`src/rtl/qar_defines.svh`:
```
`ifndef QAR_DEFINES_SVH
`define QAR_DEFINES_SVH

// ****************************************
// widths and layout
// ****************************************
`define QAR_NUM_CH 4
`define QAR_RES_W 12
`define QAR_HALF_W 16
`define QAR_WORD_W 32
`define QAR_PAD_W 4
`define QAR_BIT_CNT_W 6

// ****************************************
// timing
// ****************************************
`define QAR_CLK_HZ 10000000
`define QAR_CLK_NS 100
`define QAR_BAUD_HZ 2500000
`define QAR_BAUD_DIV (`QAR_CLK_HZ / `QAR_BAUD_HZ)
`define QAR_SLOT_NS 25000
`define QAR_SLOT_CYC (`QAR_SLOT_NS / `QAR_CLK_NS)
`define QAR_CONV_NS 10000
`define QAR_CONV_CYC ((`QAR_CONV_NS + `QAR_CLK_NS - 1) / `QAR_CLK_NS)
`define QAR_CONV_TMO_CYC (2 * `QAR_CONV_CYC)
`define QAR_LED_HOLD_MS 100
`define QAR_LED_HOLD_CYC (`QAR_LED_HOLD_MS * (`QAR_CLK_HZ / 1000))

`endif

```
`src/rtl/qar_pkg.sv`:
```
package qar_pkg;
   typedef enum logic [0:0] {
      QAR_CONV_IDLE = 1'b0,
      QAR_CONV_BUSY = 1'b1
   } qar_conv_state_e;

   typedef enum logic [1:0] {
      QAR_TX_IDLE = 2'b00,
      QAR_TX_SEND = 2'b01,
      QAR_TX_GAP = 2'b10
   } qar_tx_state_e;

   typedef logic [11:0] qar_code_t;
endpackage : qar_pkg

```
`src/rtl/qar_conv_if.sv`:
```
interface qar_conv_if;
   import qar_pkg::*;
   logic cycle;
   logic start;
   logic done;
   qar_code_t result;
   qar_code_t held;
   logic fault;
   logic busy;

   modport ctrl (
      input cycle, done, result,
      output start, held, fault, busy
   );

   modport top (
      output cycle, done, result,
      input start, held, fault, busy
   );
endinterface : qar_conv_if

```
`src/rtl/qar_readout.sv`:
```
// Contract
// - Every accepted telegram for this module starts all four converters together.
// - A telegram returns the last results completed before it, from the previous cycle or older after a timeout, never the new one.
// - All converter control is made inside; the master sends no selection or commands.
// - Each result is a 12-bit unsigned code and two of them travel in one telegram.
// - Every 32-bit answer word holds the readings of two converters side by side.
// - The module answers at two consecutive addresses and the master reserves both.
// - The link runs at 2.5 megabaud and one 32-bit word occupies a 25 us slot.
// - Without faults only the two green cycle lamps are lit and both red lamps stay dark.
// - A detected fault lights one or both red lamps according to the kind of fault.
// - Unipolar ranges read straight binary, zero as 000 and full scale as fff.
// - Bipolar ranges read offset binary, zero as 800 and negative full scale as 000.
`include "qar_defines.svh"

module qar_readout
   import qar_pkg::*;
#(
   parameter int NUM_CH = `QAR_NUM_CH,
   parameter int BAUD_DIV = `QAR_BAUD_DIV,
   parameter int SLOT_CYC = `QAR_SLOT_CYC,
   parameter int CONV_TMO_CYC = `QAR_CONV_TMO_CYC,
   parameter int LED_HOLD_CYC = `QAR_LED_HOLD_CYC
) (
   input wire logic core_clk, // system clock, 10 MHz
   input wire logic rst, // synchronous reset, high
   input wire logic tel_rx_strobe, // pulse: telegram for this module received
   input wire logic tel_rx_addr, // 0 = first address, 1 = second address
   output logic tel_accept, // pulse: telegram taken, cycle strobe
   output logic [31:0] tx_word, // answer word of the running slot
   output logic tx_bit, // serial answer, lsb first
   output logic tx_active, // answer slot running
   output logic [3:0] adc_start, // pulse per converter: begin conversion
   input wire logic [3:0] adc_done, // pulse per converter: result valid
   input wire logic [3:0][11:0] adc_result, // converter output codes
   output logic [1:0] led_cycle_green, // green cycle lamps, one per logic half
   output logic [1:0] led_error_red // red lamps: [0] converter, [1] link
);
   localparam int DW = $clog2(BAUD_DIV + 1);
   localparam int SW = $clog2(SLOT_CYC + 1);
   localparam int LW = $clog2(LED_HOLD_CYC + 1);

   // ****************************************
   // decode helpers
   // ****************************************
   // packs two channel codes into one answer word, upper pad bits zero
   function automatic logic [31:0] qar_pack(input qar_code_t lo, input qar_code_t hi);
      qar_pack = {`QAR_PAD_W'(0), hi, `QAR_PAD_W'(0), lo};
   endfunction : qar_pack

   // true when the telegram addresses the given half of the module
   function automatic logic qar_half_hit(input logic addr, input int half);
      qar_half_hit = (addr == half[0]);
   endfunction : qar_half_hit

   // true when either converter of an address half has timed out
   function automatic logic qar_half_fault(input logic [NUM_CH-1:0] f, input int half);
      qar_half_fault = f[2 * half] || f[2 * half + 1];
   endfunction : qar_half_fault

   // ****************************************
   // converter control instances
   // ****************************************
   qar_code_t held [NUM_CH];
   logic [NUM_CH-1:0] conv_fault;
   logic cycle_strobe;

   genvar gi;
   generate
      for (gi = 0; gi < NUM_CH; gi++) begin : g_conv
         qar_conv_if cv ();
         assign cv.cycle = cycle_strobe;
         assign cv.done = adc_done[gi];
         assign cv.result = adc_result[gi];
         assign adc_start[gi] = cv.start;
         assign held[gi] = cv.held;
         assign conv_fault[gi] = cv.fault;
         qar_conv_ctrl #(
            .TMO_CYC(CONV_TMO_CYC)
         ) u_conv (
            .core_clk(core_clk),
            .rst(rst),
            .cv(cv.ctrl)
         );
      end
   endgenerate

   // ****************************************
   // telegram acceptance
   // ****************************************
   qar_tx_state_e tx_state_r;
   logic [SW-1:0] slot_r;
   logic [DW-1:0] baud_r;
   logic [`QAR_BIT_CNT_W-1:0] bit_cnt_r;
   logic [31:0] shift_r;
   logic [31:0] tx_word_r;
   logic tx_bit_r;
   logic link_err_evt;

   // a telegram that lands inside a running slot overlaps the answer and is dropped
   assign cycle_strobe = tel_rx_strobe && (tx_state_r == QAR_TX_IDLE);
   assign link_err_evt = tel_rx_strobe && (tx_state_r != QAR_TX_IDLE);
   assign tel_accept = cycle_strobe;

   // ****************************************
   // bit timing enables
   // ****************************************
   // one enable pulse per bit time from the divider; the first bit has its
   // own launch pulse so that it leaves right after acceptance
   logic baud_tick;
   logic first_bit;
   logic word_sent;
   logic slot_over;

   assign baud_tick = (tx_state_r == QAR_TX_SEND) && (baud_r == DW'(BAUD_DIV - 1));
   assign first_bit = (tx_state_r == QAR_TX_SEND) && (baud_r == DW'(0))
                      && (bit_cnt_r == '0) && (slot_r == '0);
   // the word ends only after the last bit has stood its full bit time
   assign word_sent = baud_tick && (bit_cnt_r == `QAR_BIT_CNT_W'(`QAR_WORD_W));
   // the slot ends 25 us after it began, whatever the bit count
   assign slot_over = (tx_state_r == QAR_TX_GAP) && (slot_r >= SW'(SLOT_CYC - 2));

   // ****************************************
   // answer word capture
   // ****************************************
   // held still shows the previous cycle here: the new conversion has just
   // been started and cannot finish in the same edge
   always_ff @(posedge core_clk) begin
      if (rst) begin
         tx_word_r <= '0;
      end else if (cycle_strobe) begin
         if (qar_half_hit(tel_rx_addr, 0)) begin
            tx_word_r <= qar_pack(held[0], held[1]);
         end else begin
            tx_word_r <= qar_pack(held[2], held[3]);
         end
      end
   end

   // ****************************************
   // slot sequencer
   // ****************************************
   always_ff @(posedge core_clk) begin
      if (rst) begin
         tx_state_r <= QAR_TX_IDLE;
         slot_r <= '0;
      end else begin
         unique case (tx_state_r)
            QAR_TX_IDLE: begin
               slot_r <= '0;
               if (cycle_strobe) begin
                  tx_state_r <= QAR_TX_SEND;
               end
            end
            QAR_TX_SEND: begin
               slot_r <= slot_r + SW'(1);
               if (word_sent) begin
                  tx_state_r <= QAR_TX_GAP;
               end
            end
            QAR_TX_GAP: begin
               // the slot ends 25 us after it began, whatever the bit count
               slot_r <= slot_r + SW'(1);
               if (slot_over) begin
                  tx_state_r <= QAR_TX_IDLE;
               end
            end
            default: begin
               tx_state_r <= QAR_TX_IDLE;
            end
         endcase
      end
   end

   // ****************************************
   // baud divider
   // ****************************************
   always_ff @(posedge core_clk) begin
      if (rst) begin
         baud_r <= '0;
      end else if (tx_state_r != QAR_TX_SEND) begin
         baud_r <= '0;
      end else if (baud_tick) begin
         baud_r <= '0;
      end else begin
         baud_r <= baud_r + DW'(1);
      end
   end

   // ****************************************
   // bit counter
   // ****************************************
   // counts one past the word so that the last bit keeps its full time
   always_ff @(posedge core_clk) begin
      if (rst) begin
         bit_cnt_r <= '0;
      end else if (cycle_strobe) begin
         bit_cnt_r <= '0;
      end else if (first_bit) begin
         bit_cnt_r <= `QAR_BIT_CNT_W'(1);
      end else if (baud_tick) begin
         bit_cnt_r <= bit_cnt_r + `QAR_BIT_CNT_W'(1);
      end
   end

   // ****************************************
   // serialiser
   // ****************************************
   always_ff @(posedge core_clk) begin
      if (rst) begin
         shift_r <= '0;
         tx_bit_r <= 1'b0;
      end else if (cycle_strobe) begin
         shift_r <= '0;
         tx_bit_r <= 1'b0;
      end else if (first_bit) begin
         // first bit is loaded the cycle after acceptance and shows on tx_bit two cycles after it
         shift_r <= {1'b0, tx_word_r[31:1]};
         tx_bit_r <= tx_word_r[0];
      end else if (baud_tick) begin
         if (bit_cnt_r < `QAR_BIT_CNT_W'(`QAR_WORD_W)) begin
            tx_bit_r <= shift_r[0];
            shift_r <= {1'b0, shift_r[31:1]};
         end else begin
            tx_bit_r <= 1'b0;
         end
      end else if (tx_state_r != QAR_TX_SEND) begin
         tx_bit_r <= 1'b0;
      end
   end

   assign tx_word = tx_word_r;
   assign tx_bit = tx_bit_r;
   assign tx_active = (tx_state_r != QAR_TX_IDLE);

   // ****************************************
   // cycle lamps, one per address half
   // ****************************************
   // a lamp stays lit while its address is polled; a stalled master
   // lets it go dark after the hold time
   logic [LW-1:0] green_hold_r [2];

   generate
      for (gi = 0; gi < 2; gi++) begin : g_green
         always_ff @(posedge core_clk) begin
            if (rst) begin
               green_hold_r[gi] <= '0;
            end else if (cycle_strobe && qar_half_hit(tel_rx_addr, gi)) begin
               green_hold_r[gi] <= LW'(LED_HOLD_CYC);
            end else if (green_hold_r[gi] != '0) begin
               green_hold_r[gi] <= green_hold_r[gi] - LW'(1);
            end
         end
      end
   endgenerate

   // ****************************************
   // error lamps
   // ****************************************
   logic [LW-1:0] link_hold_r;
   logic [1:0] green_r;
   logic [1:0] red_r;

   always_ff @(posedge core_clk) begin
      if (rst) begin
         link_hold_r <= '0;
      end else if (link_err_evt) begin
         link_hold_r <= LW'(LED_HOLD_CYC);
      end else if (link_hold_r != '0) begin
         link_hold_r <= link_hold_r - LW'(1);
      end
   end

   // the converter lamp follows the fault flags; the link lamp is stretched
   // so that a single overlapping telegram stays visible
   always_ff @(posedge core_clk) begin
      if (rst) begin
         red_r <= 2'h0;
      end else begin
         red_r[0] <= |conv_fault;
         red_r[1] <= (link_hold_r != '0) || link_err_evt;
      end
   end

   // a half with a timed-out converter shows red instead of green
   always_ff @(posedge core_clk) begin
      if (rst) begin
         green_r <= 2'h0;
      end else begin
         green_r[0] <= (green_hold_r[0] != '0) && !qar_half_fault(conv_fault, 0);
         green_r[1] <= (green_hold_r[1] != '0) && !qar_half_fault(conv_fault, 1);
      end
   end

   assign led_cycle_green = green_r;
   assign led_error_red = red_r;
endmodule : qar_readout

```
`src/rtl/qar_conv_ctrl.sv`:
```
`include "qar_defines.svh"

module qar_conv_ctrl
   import qar_pkg::*;
#(
   parameter int TMO_CYC = `QAR_CONV_TMO_CYC
) (
   input wire logic core_clk, // system clock
   input wire logic rst, // synchronous reset, high
   qar_conv_if.ctrl cv // one converter's control and results
);
   localparam int CW = $clog2(TMO_CYC + 1);

   qar_conv_state_e state_r;
   logic [CW-1:0] tmo_r;
   logic start_r;
   qar_code_t held_r;
   logic fault_r;

   // ****************************************
   // start pulse and conversion tracking
   // ****************************************
   always_ff @(posedge core_clk) begin
      if (rst) begin
         state_r <= QAR_CONV_IDLE;
         tmo_r <= '0;
         start_r <= 1'b0;
      end else begin
         // the start is made here, nothing is asked of the bus master
         start_r <= cv.cycle;
         if (cv.cycle) begin
            // a new cycle restarts even an unfinished conversion
            state_r <= QAR_CONV_BUSY;
            tmo_r <= '0;
         end else begin
            unique case (state_r)
               QAR_CONV_IDLE: begin
                  tmo_r <= '0;
               end
               QAR_CONV_BUSY: begin
                  if (cv.done || tmo_r == CW'(TMO_CYC - 1)) begin
                     state_r <= QAR_CONV_IDLE;
                  end
                  tmo_r <= tmo_r + CW'(1);
               end
            endcase
         end
      end
   end

   // ****************************************
   // completed result holding register
   // ****************************************
   always_ff @(posedge core_clk) begin
      if (rst) begin
         held_r <= '0;
      end else if (state_r == QAR_CONV_BUSY && cv.done && !cv.cycle) begin
         // codes pass unchanged: straight binary or offset binary by range
         held_r <= cv.result;
      end
   end

   // ****************************************
   // fault: timeout sets, a good completion clears
   // ****************************************
   always_ff @(posedge core_clk) begin
      if (rst) begin
         fault_r <= 1'b0;
      end else if (state_r == QAR_CONV_BUSY && !cv.done && !cv.cycle
                   && tmo_r == CW'(TMO_CYC - 1)) begin
         fault_r <= 1'b1;
      end else if (state_r == QAR_CONV_BUSY && cv.done && !cv.cycle) begin
         fault_r <= 1'b0;
      end
   end

   assign cv.start = start_r;
   assign cv.held = held_r;
   assign cv.fault = fault_r;
   assign cv.busy = (state_r == QAR_CONV_BUSY);
endmodule : qar_conv_ctrl

```
`config.mk`:
```
export PLATFORM = sky130hd
export DESIGN_NAME = qar_readout
export DESIGN_NICKNAME = d
export VERILOG_FILES = /design/src/rtl/qar_pkg.sv /design/src/rtl/qar_conv_if.sv /design/src/rtl/qar_readout.sv /design/src/rtl/qar_conv_ctrl.sv
export VERILOG_INCLUDE_DIRS = /design/src /design/src/rtl
export SDC_FILE = /design/constraint.sdc
export NUM_CORES = 1
export LEC_CHECK = 0
export ABC_AREA = 1
export CAP_MARGIN = 20
export CORE_MARGIN = 4
export CORE_UTILIZATION = 55
export CTS_BUF_LIST = sky130_fd_sc_hd__clkbuf_8
export CTS_CLUSTER_DIAMETER = 100
export DETAILED_ROUTE_END_ITERATION = 7
export DONT_BUFFER_PORTS = 1
export MAX_ROUTING_LAYER = met4
export PLACE_DENSITY = 0.7
export SLEW_MARGIN = 5
export SYNTH_ARGS = -nofsm -noshare
export SYNTH_HDL_FRONTEND = slang
export SYNTH_HIERARCHICAL = 1
export SYNTH_SLANG_ARGS = --single-unit
```
`constraint.sdc`:
```
create_clock -name core_clk -period 5.7 [get_ports core_clk]
set_input_delay 0 -clock core_clk [delete_from_list [all_inputs] [get_ports core_clk]]
set_output_delay 0 -clock core_clk [all_outputs]
set_load 0.1 [all_outputs]
```
==> results of run 1 <==
## cell usage in the layout (no fill, tap or decap), types with 11 or more instances in the layout
cell / Yosys / layout
nand2_1: 327 / 327
nor2_1: 319 / 319
dfxtp_1: 187 / 187
inv_1: 131 / 147
nand3_1: 88 / 88
a21oi_1: 65 / 65
dlygate4sd3_1: 0 / 57
o21ai_0: 46 / 46
clkbuf_8: 0 / 45
o21ai_1: 44 / 44
edfxtp_1: 40 / 40
ha_1: 21 / 21
nand4_1: 19 / 19
xor2_1: 18 / 18
nor3_1: 15 / 15
a31oi_1: 14 / 14
xnor2_1: 12 / 12
inv_2: 11 / 11
## power breakdown
| group | switching [mW] | internal [mW] |
|---|---|---|
| combinational | 1.38 | 0.658 |
| sequential | 0.385 | 1.96 |
| clock | 0.658 | 0.721 |
## registers in the layout, summed over array words and instances, names as in the netlist
signal	flops
g_conv.u_conv/cv.busy	4
shift_r	27
led_cycle_green	2
tx_word	24
green_hold_r	40
g_conv.u_conv/cv.start	4
link_hold_r	20
tx_bit	1
g_conv.u_conv/cv.held	48
g_conv.u_conv/tmo_r	32
tx_state_r	2
led_error_red	2
bit_cnt_r	6
baud_r	3
g_conv.u_conv/cv.fault	4
slot_r	8
## worst max-delay path, cell delays in order, from the launching register on
cell,delay [ns]
dfxtp_1,0.33
inv_1,0.12
ha_1,0.23
nand2_2,0.33
nor2_2,0.91
nor2_1,0.14
nand2_1,0.49
inv_1,0.25
nand3_1,0.13
nand2_1,0.06
## layer usage
layer	wire, um	vias to the layer above	track usage (%)
met5	0	-	-
met4	824	0	8.776
met3	1653	75	4.784
met2	12030	270	38.50
met1	11450	4307	31.03
li1	-	4832	-
## cell type report
type / count / area (um^2) / area share, %
timing repair buffer: 63 / 643.1 / 5.291
tap: 265 / 331.6 / 2.728
clock inverter: 22 / 106.4 / 0.8750
multi-input combinational: 1052 / 4943 / 40.67
sequential: 227 / 4945 / 40.68
clock buffer: 45 / 619.3 / 5.096
inverter: 148 / 565.5 / 4.653
## Yosys cell counts
cell | n | share of area (%)
nand2_1 | 327 | 11
nor2_1 | 319 | 11
dfxtp_1 | 187 | 35
inv_1 | 131 | 4.5
nand3_1 | 88 | 4.1
a21oi_1 | 65 | 3.0
o21ai_0 | 46 | 2.1
o21ai_1 | 44 | 2.0
edfxtp_1 | 40 | 11
ha_1 | 21 | 2.4
buf_2 | 19 | 0.88
nand4_1 | 19 | 1.1
xor2_1 | 18 | 1.5
nor3_1 | 15 | 0.69
a31oi_1 | 14 | 0.81
buf_4 | 13 | 0.90
xnor2_1 | 12 | 0.97
clkbuf_1 | 11 | 0.38
inv_2 | 11 | 0.38
a22oi_1 | 10 | 0.69
nand3_2 | 9 | 0.83
nor2_2 | 8 | 0.46
buf_6 | 7 | 0.73
or2_2 | 7 | 0.40
buf_12 | 4 | 0.74
inv_4 | 4 | 0.23
nand3_4 | 4 | 0.65
nor4_1 | 4 | 0.23
nor3b_1 | 3 | 0.21
a21o_1 | 2 | 0.14
clkinv_1 | 2 | 0.069
nand2_2 | 2 | 0.12
nor2_4 | 2 | 0.21
a211oi_1 | 1 | 0.069
and2_1 | 1 | 0.058
and3_1 | 1 | 0.058
conb_1 | 1 | 0.035
nand3b_1 | 1 | 0.069
nand3b_2 | 1 | 0.10
## logic make-up (layout without fill, tap and decap cells)
logic type	Yosys count	after routing	synth area share, %
AOI/OAI and AO/OA	182	182	8.881
xor gates and xnor gates	30	30	2.428
adders and majority gates	21	21	2.428
buffers and inverters	202	278	8.858
DFF	227	227	45.70
other	1	8	0.03466
and+or+nand+nor	811	811	31.67
## repair_timing
action	CTS	global route
resized for setup	0	0
hold buffers	57	1
endpoints found under the hold margin	171	5
endpoints found under the setup margin	0	0
## worst min path at each step
stage                                             endpoint  slack (ns)  cells after the start
global placement    g_conv[2].u_conv/cv.fault$_SDFFE_PP0P_        0.08                      1
floorplan           g_conv[0].u_conv/cv.fault$_SDFFE_PP0P_        0.07                      1
global route                       tx_word[9]$_SDFFE_PP0N_        0.08                      3
detailed placement  g_conv[2].u_conv/cv.fault$_SDFFE_PP0P_        0.08                      1
CTS                                tx_word[9]$_SDFFE_PP0N_        0.02                      3
finish                             tx_word[9]$_SDFFE_PP0N_        0.04                      3
==> key figures, run 1 <==
Die
  • Core Rows: between 50 and 60
  • Ports: a little under 100
  • Core area: a little under 20,000 um^2
  • Starting Density: a little under three fifths
  • Die width: about 150 um
  • DIE AREA: 21,980 um^2
  • Die height: roughly 150 um

Logic synthesis
  • Synth Area per Inst: roughly 7.3 um^2
  • Netlist Area Pre-Place: 10,820 um^2
  • Distinct cell type count after synthesis: 39
  • Cell count after synthesis: 1,474
  • YS warnings: 6
  • Register area share after synthesis: a little under half
  • Flops & latches, synth: 227

GRT
  • Grt ovf: 0
  • Initial antenna violation count: 0
  • First-pass GRT wire length: approximately 43,000 um
  • Largest net degree at the start of global routing: between 50 and 60
  • Global-route usage over all layers: roughly a quarter
  • Number of global-route vias before repair: roughly 9,100

Cells and area
  • Fraction of layout cells with a size suffix above 1: approximately 6.7%
  • Fillers: roughly 1,800
  • Fin nets: 1,608
  • Final Instance Area: 12,150 um^2
  • Non-filler cells in the finished layout: about 1,800
  • Utilization after layout: a little over three fifths
  • ANT cells: 0
  • Synthesis-to-finish area growth: 12.33%

Routing
  • Residual DRC: 0
  • 1st-iter DRT viols: about 840
  • Detailed-route wire length per cell: between 10 and 15 um
  • Routed WL: 25,950 um
  • Via count: between 9,000 and 10,000
  • Antenna viol nets, final: 0
  • Vias/cell: about 5.2
  • First-pass detailed-route iteration total: 5

Place
  • Routability Congestion: approximately 0.88
  • IO Port Bufs: 0
  • Placed insts: about 1,700
  • Pre-CTS setup slack: 2.475 ns
  • DP Area: between 10,000 and 15,000 um^2
  • Detail Placement HPWL: roughly 17,000 um

Clock tree
  • Clock root buffer: clkbuf_8
  • CTS tree: done
  • Worst skew pair latency: 0.55 ns
  • Setup Fix Bufs, Post-CTS: 0
  • CTS buffer count: 39
  • Max H-tree Level: 2
  • Sink Count: ~230
  • CTS clk-pin slew, worst paths: roughly 0.060 ns
  • CTS max path bufs: 3

Setup path
  • Critical Path Source: tx_state_r[0]$_SDFFE_PP0P_
  • Kind of critical path: register to register
  • FF-to-FF path depth: 9
  • Worst EP arrival: approximately 3.6 ns
  • Crit-path max FO: 26
  • Worst Setup EP: green_hold_r[0][17]$_DFFE_PP_
  • CP Launch Type: register
  • RR Startpoint: tx_state_r[0]$_SDFFE_PP0P_
  • Worst Path Required: roughly 6 ns
  • Crit. End Element: register
  • R2R Setup Slk: 2.43 ns
  • Reg2reg end: green_hold_r[0][17]$_DFFE_PP_

Min path
  • Type of the worst min-delay path: primary input to register
  • Hold path startpoint: tel_rx_strobe

Timing
  • Fmax: just over 300 MHz
  • Final hold slack: around 0.041 ns
  • Worst setup margin: between 2 and 2.5 ns
  • Setup TNS: 0 ns
  • Setup violators final: 0
  • Fin. Hold Viols: 0
  • Relative slew slack: between 20% and 30%
  • Min Tclk post-route: roughly 3.3 ns
  • Period utilization: roughly 57%
  • Slew Limit Fails: 0
  • RSZ-0062 raised after global routing: no
  • Worst Max-Slew Pin Slew: between 1 and 1.5 ns
  • Clock Skew: around 0.031 ns

Power and ir drop
  • Power density over the cells: between 400 and 500 nW/um^2
  • Final Power: just under 6 mW
  • Leak: between 5 and 6 nW
  • Largest vdd supply drop: about 0.28 mV

Job
  • Maxcap violations: 0

Run status
  • Outcome: completed
(Power assumes the default switching activity.)
==> run 2: changes to the inputs <==
--- a/config.mk
+++ b/config.mk
@@ -6,7 +6,7 @@
 export SDC_FILE = /design/constraint.sdc
 export NUM_CORES = 1
 export LEC_CHECK = 0
-export ABC_AREA = 1
+export ABC_AREA = 0
 export CAP_MARGIN = 20
 export CORE_MARGIN = 4
 export CORE_UTILIZATION = 55
@@ -15,7 +15,7 @@
 export DETAILED_ROUTE_END_ITERATION = 7
 export DONT_BUFFER_PORTS = 1
 export MAX_ROUTING_LAYER = met4
-export PLACE_DENSITY = 0.7
+export PLACE_DENSITY = 0.73
 export SLEW_MARGIN = 5
 export SYNTH_ARGS = -nofsm -noshare
 export SYNTH_HDL_FRONTEND = slang
==> constraint.sdc (replaced) <==
create_clock -name core_clk -period 2.95 [get_ports core_clk]
set_input_delay 0 -clock core_clk [delete_from_list [all_inputs] [get_ports core_clk]]
set_output_delay 0 -clock core_clk [all_outputs]
set_load 0.1 [all_outputs]
==> run 2 against run 1 <==
Total power is 110% higher. Sequential share of layout area decreased by 0.054 points. First-iteration DRC count decreased by 50%. Critical path type unchanged. Wire length decreased by 10%. Critical endpoint is now g_conv[1].u_conv/cv.held[5]$_SDFFE_PP0P_. Die area shrank 5.4%. Clock-buffer cell count up 5. Critical path depth down 1. Cell count shrank 20%. Synthesized area is 5.7% lower. Combinational power rose by 120%. Clock power grew 110%. Sequential power rose by 91%.
==> key figures, run 2 <==
Die
  • Starting Density: 56.43%
  • Die width: 144.2 um
  • Core area: 18,090 um^2
  • Ports: 99
  • Core Rows: slightly below 50
  • Die height: 144.2 um
  • DIE AREA: 20,800 um^2

Timing
  • Period utilization: a little over nine tenths
  • Min Tclk post-route: between 2 and 3 ns
  • Fmax: 349.5 MHz
  • Clock Skew: 0.01825 ns
  • Worst setup margin: just under 0.09 ns
  • Setup violators final: 0
  • Slew Limit Fails: 0
  • Worst Max-Slew Pin Slew: slightly below 1 ns
  • Relative slew slack: 35.71%
  • Fin. Hold Viols: 0

Logic synthesis
  • Top post-synthesis cells by area: dfxtp_1 (37%), edfxtp_1 (12%), nand2_1 (5.2%)
  • Flops & latches, synth: 227
  • Most common cell in the netlist: dfxtp_1
  • Most frequent cells after synthesis: dfxtp_1 (187), nand2_1 (141), nor2_1 (136)
  • Post-synthesis async set-or-reset flop share: 0%
  • Main synth FF type: dfxtp_1
  • YS warnings: 6
  • Cell count after synthesis: around 1,100
  • Netlist Area Pre-Place: between 10,000 and 15,000 um^2
  • Distinct cell type count after synthesis: 54
  • Post-synth EDFFs: 40
  • Synth top area share: a little under two fifths
  • Synth Area per Inst: approximately 9.4 um^2
  • Dominant cell type by area after synthesis: dfxtp_1
  • Register area share after synthesis: 48.45%

Cells and area
  • Fillers: between 1,000 and 1,500
  • Most common cell after layout, fill and taps aside: dfxtp_1
  • Most frequent cells in the layout: dfxtp_1 (187), nand2_1 (141), nor2_1 (136), a21oi_1 (85), dlygate4sd3_1 (83)
  • Fin nets: approximately 1,300
  • Fraction of layout cells with a size suffix above 1: 11.55%
  • Max reg flops: between 40 and 50
  • Synthesis-to-finish area growth: 19.25%
  • Final Instance Area: around 12,000 um^2

Place
  • IO Port Bufs: 0
  • Routability Congestion: about 0.8
  • Detail Placement HPWL: roughly 15,000 um
  • DP Area: approximately 10,000 um^2
  • Pre-CTS setup slack: 0.3678 ns

Clock tree
  • CTS max path bufs: 3
  • CTS buffer count: 38
  • Sink Count: around 230
  • CTS tree: done
  • Max H-tree Level: 2
  • Worst skew pair latency: about 0.52 ns
  • CTS clk-pin slew, worst paths: 0.07 ns
  • Clock root buffer: clkbuf_8

Setup path
  • Worst Path Required: approximately 3.4 ns
  • Crit-path max FO: 28
  • R2R Setup Slk: 0.09 ns
  • CP Launch Type: register
  • CP max stage delay: between 0.6 and 0.7 ns
  • Kind of critical path: register to register
  • CP max-delay cell: dlygate4sd3_1
  • Cell seen most often among critical-path stages: nand2_1
  • Crit. End Element: register
  • Worst path cell trace: inv_1 -> ha_1 -> nand2_1 -> clkinv_2 -> and3b_2 -> nand2_1 -> a21oi_1 -> dlygate4sd3_1
  • Worst EP arrival: 3.32 ns

GRT
  • Number of global-route vias before repair: ~7,900
  • Largest net degree at the start of global routing: 114
  • Initial antenna violation count: 1
  • Met3 Use GR: under 10%
  • Global-route usage over all layers: 23.16%
  • GR Util met1: roughly 30%
  • Grt ovf: 0
  • Gr busiest metal: met2
  • First-pass GRT wire length: roughly 38,000 um
  • GR Util met2: a little under two fifths

Power and ir drop
  • Largest vdd supply drop: 0.7511 mV
  • Power share of the sequential group: between 30 and 40%
  • Int Pwr: 7.133 mW
  • Combinational fraction of design power: between 30% and 40%
  • Clock Power Share: between 20% and 30%
  • Power density over the cells: 981.8 nW/um^2
  • Sw Ratio: between 40% and 50%
  • P_sw: around 4.8 mW
  • Leak: 4.683 nW

Min path
  • Type of the worst min-delay path: primary input to register

Routing
  • Via count: 8,056
  • Residual DRC: 0
  • Vias/cell: approximately 5.5
  • Antenna viol nets, final: 0
  • 1st-iter DRT viols: between 400 and 500
  • Detailed-route wire length per cell: roughly 16 um
  • Routed WL: about 23,000 um
  • First-pass detailed-route iteration total: 4

Job
  • Maxcap violations: 0

Run status
  • Outcome: completed
-- run 2: changes by cell type after synthesis, moves of 23 or more --
| cell | previous run | this run |
|---|---|---|
| nand3_1 | 88 | 27 |
| a211oi_1 | 1 | 25 |
| inv_1 | 131 | 22 |
| or3_1 | 0 | 23 |
| nor2_1 | 319 | 136 |
| nand2_1 | 327 | 141 |
| mux2i_1 | 0 | 51 |
| o21ai_1 | 44 | 1 |
| xnor2_1 | 12 | 41 |
| o21ai_0 | 46 | 21 |
-- run 2: what timing repair did --
action                                  4_1_cts  5_1_grt
gates resized for setup                       0        2
hold endpoints to repair                    164        5
hold buffers                                 83        2
endpoints found under the setup margin        0       20
buffers inserted                              0        3
-- run 2: logic make-up after synthesis --
logic type / after synthesis / synth area share, %
flip-flops: 227 / 48.45
other: 1 / 0.03674
AND/OR/NAND/NOR: 446 / 21.15
buffers and inverters: 90 / 4.585
XOR/XNOR: 67 / 5.750
AO/OA/AOI/OAI: 187 / 12.46
adder cells (fa/ha/maj): 21 / 2.574
multiplexers: 51 / 5.002
-- run 2: worst max-delay path: cells and delay by family, from the launching register on --
family / cells / cell delay, ns
fa+ha+maj: 1 / 0.22
flops: 1 / 0.39
buf+inv: 3 / 1.09
simple gates: 3 / 0.86
compound gates: 1 / 0.23
-- run 2: final cells by class --
class,instances,area [um^2],area share (%)
multi-input combinational,780,4822,39.62
inverter,23,87.58,0.7196
timing repair buffer,129,1221,10.03
antenna,1,2.502,0.02056
clock buffer,50,688.2,5.654
tap,229,286.5,2.354
clock inverter,20,117.6,0.9664
sequential,227,4945,40.63
-- run 2: metrics by stage --
stage / hold WS [ns] / total power [mW] / std cells / utilization (%) / TNS [ns]
floorplan: 0.1323 / 8.202 / 1097 / - / 0
global placement: 0.08393 / 8.851 / 1300 / 57.83 / 0
detailed placement: 0.08558 / 8.951 / 1300 / 57.83 / 0
CTS: 0.005556 / 11.98 / 1453 / 67.03 / 0
global route: 0.05437 / 12.70 / 1459 / 67.29 / -0.07073
finish: 0.03334 / 11.95 / 1459 / 67.29 / 0
-- run 2: worst paths after layout --
path	from	depth (start not counted)	to
hold reg to reg	g_conv[1].u_conv/tmo_r[0]$_SDFF_PP0_	1	g_conv[1].u_conv/tmo_r[0]$_SDFF_PP0_
hold / removal	rst	2	link_hold_r[7]$_SDFFE_PP0P_
setup / recovery	tx_state_r[0]$_SDFFE_PP0P_	8	g_conv[1].u_conv/cv.held[5]$_SDFFE_PP0P_
setup reg to reg	tx_state_r[0]$_SDFFE_PP0P_	8	g_conv[1].u_conv/cv.held[5]$_SDFFE_PP0P_
-- run 2: metal layers --
metal / up-vias / wire [um]
met5: - / 0
li1: 4036 / -
met3: 51 / 1454
met4: 0 / 613
met1: 3751 / 10250
met2: 218 / 10920
-- run 2: power groups by stage --
stage | sequential [mW] | clock [mW] | combinational (mW)
4_1_cts | 4.50 | 2.92 | 4.56
6_report | 4.50 | 2.86 | 4.58
3_5_place_dp | 4.55 | 0 | 4.40
2_1_floorplan | 4.96 | 0 | 3.25
3_3_place_gp | 4.54 | 0 | 4.31
5_1_grt | 4.59 | 3.07 | 5.03
==> run 3: changes to the inputs <==
--- a/config.mk
+++ b/config.mk
@@ -14,8 +14,10 @@
 export CTS_CLUSTER_DIAMETER = 100
 export DETAILED_ROUTE_END_ITERATION = 7
 export DONT_BUFFER_PORTS = 1
+export GPL_TIMING_DRIVEN = 0
 export MAX_ROUTING_LAYER = met4
 export PLACE_DENSITY = 0.73
+export SETUP_SLACK_MARGIN = 0.15
 export SLEW_MARGIN = 5
 export SYNTH_ARGS = -nofsm -noshare
 export SYNTH_HDL_FRONTEND = slang
==> run 3 against run 2 <==
Worst hold slack better by 0.017 ns. Maximum frequency grew 6.2%. Largest power group is now sequential cells. Clock power fell by 5%. Highest routed layer unchanged. Sequential share of layout area increased by 0.50 points. Clock-buffer cell count is 2 lower. Critical path type unchanged. Largest cell class unchanged.
==> key figures, run 3 (synthesis gave the netlist of run 2 again) <==
Run status
  • Outcome: completed

Clock tree
  • Worst skew pair latency: 0.52 ns
  • CTS max path bufs: 3
  • CTS buffer count: 39
  • Clock root buffer: clkbuf_8
  • CTS clk-pin slew, worst paths: around 0.07 ns
  • Sink Count: 227
  • CTS tree: done
  • Max H-tree Level: 2

Die
  • Die height: roughly 140 um
  • Core area: 18,090 um^2
  • DIE AREA: between 20,000 and 25,000 um^2
  • Core Rows: 49
  • Ports: between 90 and 100
  • Die width: between 100 and 150 um
  • Starting Density: 56.43%

Cells and area
  • Fraction of layout cells with a size suffix above 1: a little over a tenth
  • Fillers: 1,452
  • Most frequent cells in the layout: dfxtp_1 (187), nand2_1 (140), nor2_1 (136), a21oi_1 (85), dlygate4sd3_1 (70)
  • Final Instance Area: between 10,000 and 15,000 um^2
  • Fin nets: 1,285
  • Utilization after layout: about 66%
  • Most common cell after layout, fill and taps aside: dfxtp_1
  • Synthesis-to-finish area growth: 17.80%
  • Max reg flops: between 40 and 50

Min path
  • Hold path startpoint: adc_done[3]
  • Hold Path Cell Cnt: 3
  • Min-Delay Endpoint: g_conv[3].u_conv/cv.fault$_SDFFE_PP0P_
  • Type of the worst min-delay path: primary input to register

Routing
  • Vias/cell: approximately 5.5
  • Antenna viol nets, final: 0
  • Residual DRC: 0
  • Via count: between 8,000 and 9,000
  • Detailed-route wire length per cell: ~16 um
  • Routed WL: 23,370 um
  • 1st-iter DRT viols: 366
  • First-pass detailed-route iteration total: 4

GRT
  • Global-route usage over all layers: a little under a quarter
  • Largest net degree at the start of global routing: 31
  • Number of global-route vias before repair: between 7,000 and 8,000
  • First-pass GRT wire length: about 38,000 um
  • Initial antenna violation count: 2
  • Grt ovf: 0

Setup path
  • Crit-path max FO: 10
  • FF-to-FF path depth: 7
  • R2R Setup Slk: 0.26 ns
  • Reg2reg end: link_hold_r[3]$_SDFFE_PP0P_
  • RR Startpoint: tx_state_r[0]$_SDFFE_PP0P_
  • Kind of critical path: register to register
  • Worst Path Required: between 3 and 4 ns
  • Crit. End Element: register
  • Worst EP arrival: roughly 3.1 ns
  • CP Launch Type: register

Timing
  • Worst setup margin: 0.2552 ns
  • Slew Limit Fails: 0
  • Min Tclk post-route: about 2.7 ns
  • Setup violators final: 0
  • Clock Skew: about 0.015 ns
  • Fmax: between 300 and 400 MHz
  • Period utilization: slightly above 90%
  • Worst Max-Slew Pin Slew: between 1 and 1.5 ns
  • Relative slew slack: 25.19%
  • Fin. Hold Viols: 0
  • RSZ-0062 raised after global routing: yes

Place
  • Pre-CTS setup slack: -0.1880 ns
  • Detail Placement HPWL: 15,820 um
  • Routability Congestion: ~0.88
  • DP Area: around 11,000 um^2
  • IO Port Bufs: 0

Power and ir drop
  • Power density over the cells: approximately 980 nW/um^2
  • Leak: 4.530 nW
  • Largest vdd supply drop: between 0.4 and 0.5 mV

Job
  • Maxcap violations: 0
run 3: changes by cell type in the layout (fill, tap and decap cells not counted), moves of 7 or more:
cell,previous run,this run
buf_2,0,8
buf_6,0,10
clkbuf_1,0,29
buf_4,43,12
dlygate4sd3_1,83,70
inv_1,30,37
run 3: metrics by stage:
step	instances	hold WS [ns]	TNS [ns]	power, mW
2_1_floorplan	1097	0.1323	0	8.201
3_3_place_gp	1326	0.1386	-0.8112	8.890
4_1_cts	1466	0.004559	0	11.85
5_1_grt	1468	0.03020	0	12.57
6_report	1468	0.05035	0	11.82
3_5_place_dp	1326	0.1412	-0.9638	8.980
run 3: final cells by class:
class                           count  area (um^2)  share of cell area [%]
Buffer                             67        394.1                   3.278
Antenna cell                        2        5.005                 0.04163
Multi-Input combinational cell    780         4847                   40.32
Sequential cell                   227         4945                   41.13
Clock inverter                     22        97.59                  0.8117
Tap cell                          229        286.5                   2.383
Inverter                           23        86.33                  0.7181
Clock buffer                       48        660.6                   5.495
Timing Repair Buffer               70        700.7                   5.828
run 3: worst max path at each step:
stage                               start                                   end
5_1_grt        tx_state_r[0]$_SDFFE_PP0P_           link_hold_r[5]$_SDFFE_PP0P_
2_1_floorplan  tx_state_r[0]$_SDFFE_PP0P_  g_conv[0].u_conv/tmo_r[7]$_SDFF_PP0_
6_report       tx_state_r[0]$_SDFFE_PP0P_           link_hold_r[3]$_SDFFE_PP0P_
3_3_place_gp   tx_state_r[0]$_SDFFE_PP0P_  g_conv[1].u_conv/tmo_r[7]$_SDFF_PP0_
3_5_place_dp   tx_state_r[0]$_SDFFE_PP0P_  g_conv[0].u_conv/tmo_r[7]$_SDFF_PP0_
4_1_cts        tx_state_r[1]$_SDFFE_PP0P_              shift_r[24]$_SDFFE_PP0P_
run 3: critical path, stage by stage (launching register included):
cell and delay (ns):
dfxtp_1 0.39, inv_1 0.10, ha_1 0.22, inv_1 0.65
nand2_1 0.41, nand2b_1 0.27, clkbuf_1 0.41, nor2_1 0.12
run 3: timing repair:
action                                 in CTS  in global routing
setup endpoints to repair                  94                 75
gates resized for setup                     4                  7
hold buffers                               70                  0
setup buffers                               0                  0
endpoints found under the hold margin     103                  0
run 3: routing by layer:
metal / part of all wire, % / vias to the layer above / wire length (um) / global-route usage [%]
li1: - / 4052 / - / -
met1: 45 / 3773 / 10600 / 29.82
met2: 47 / 195 / 10950 / 36.43
met3: 5.0 / 40 / 1176 / 4.828
met4: 2.7 / 0 / 639 / 8.198
met5: 0 / - / 0 / -
run 3: power by group:
group | switching [mW] | internal, mW
combinational | 2.40 | 1.61
clock | 1.25 | 1.47
sequential | 1.22 | 3.87
total | 4.87 | 6.96
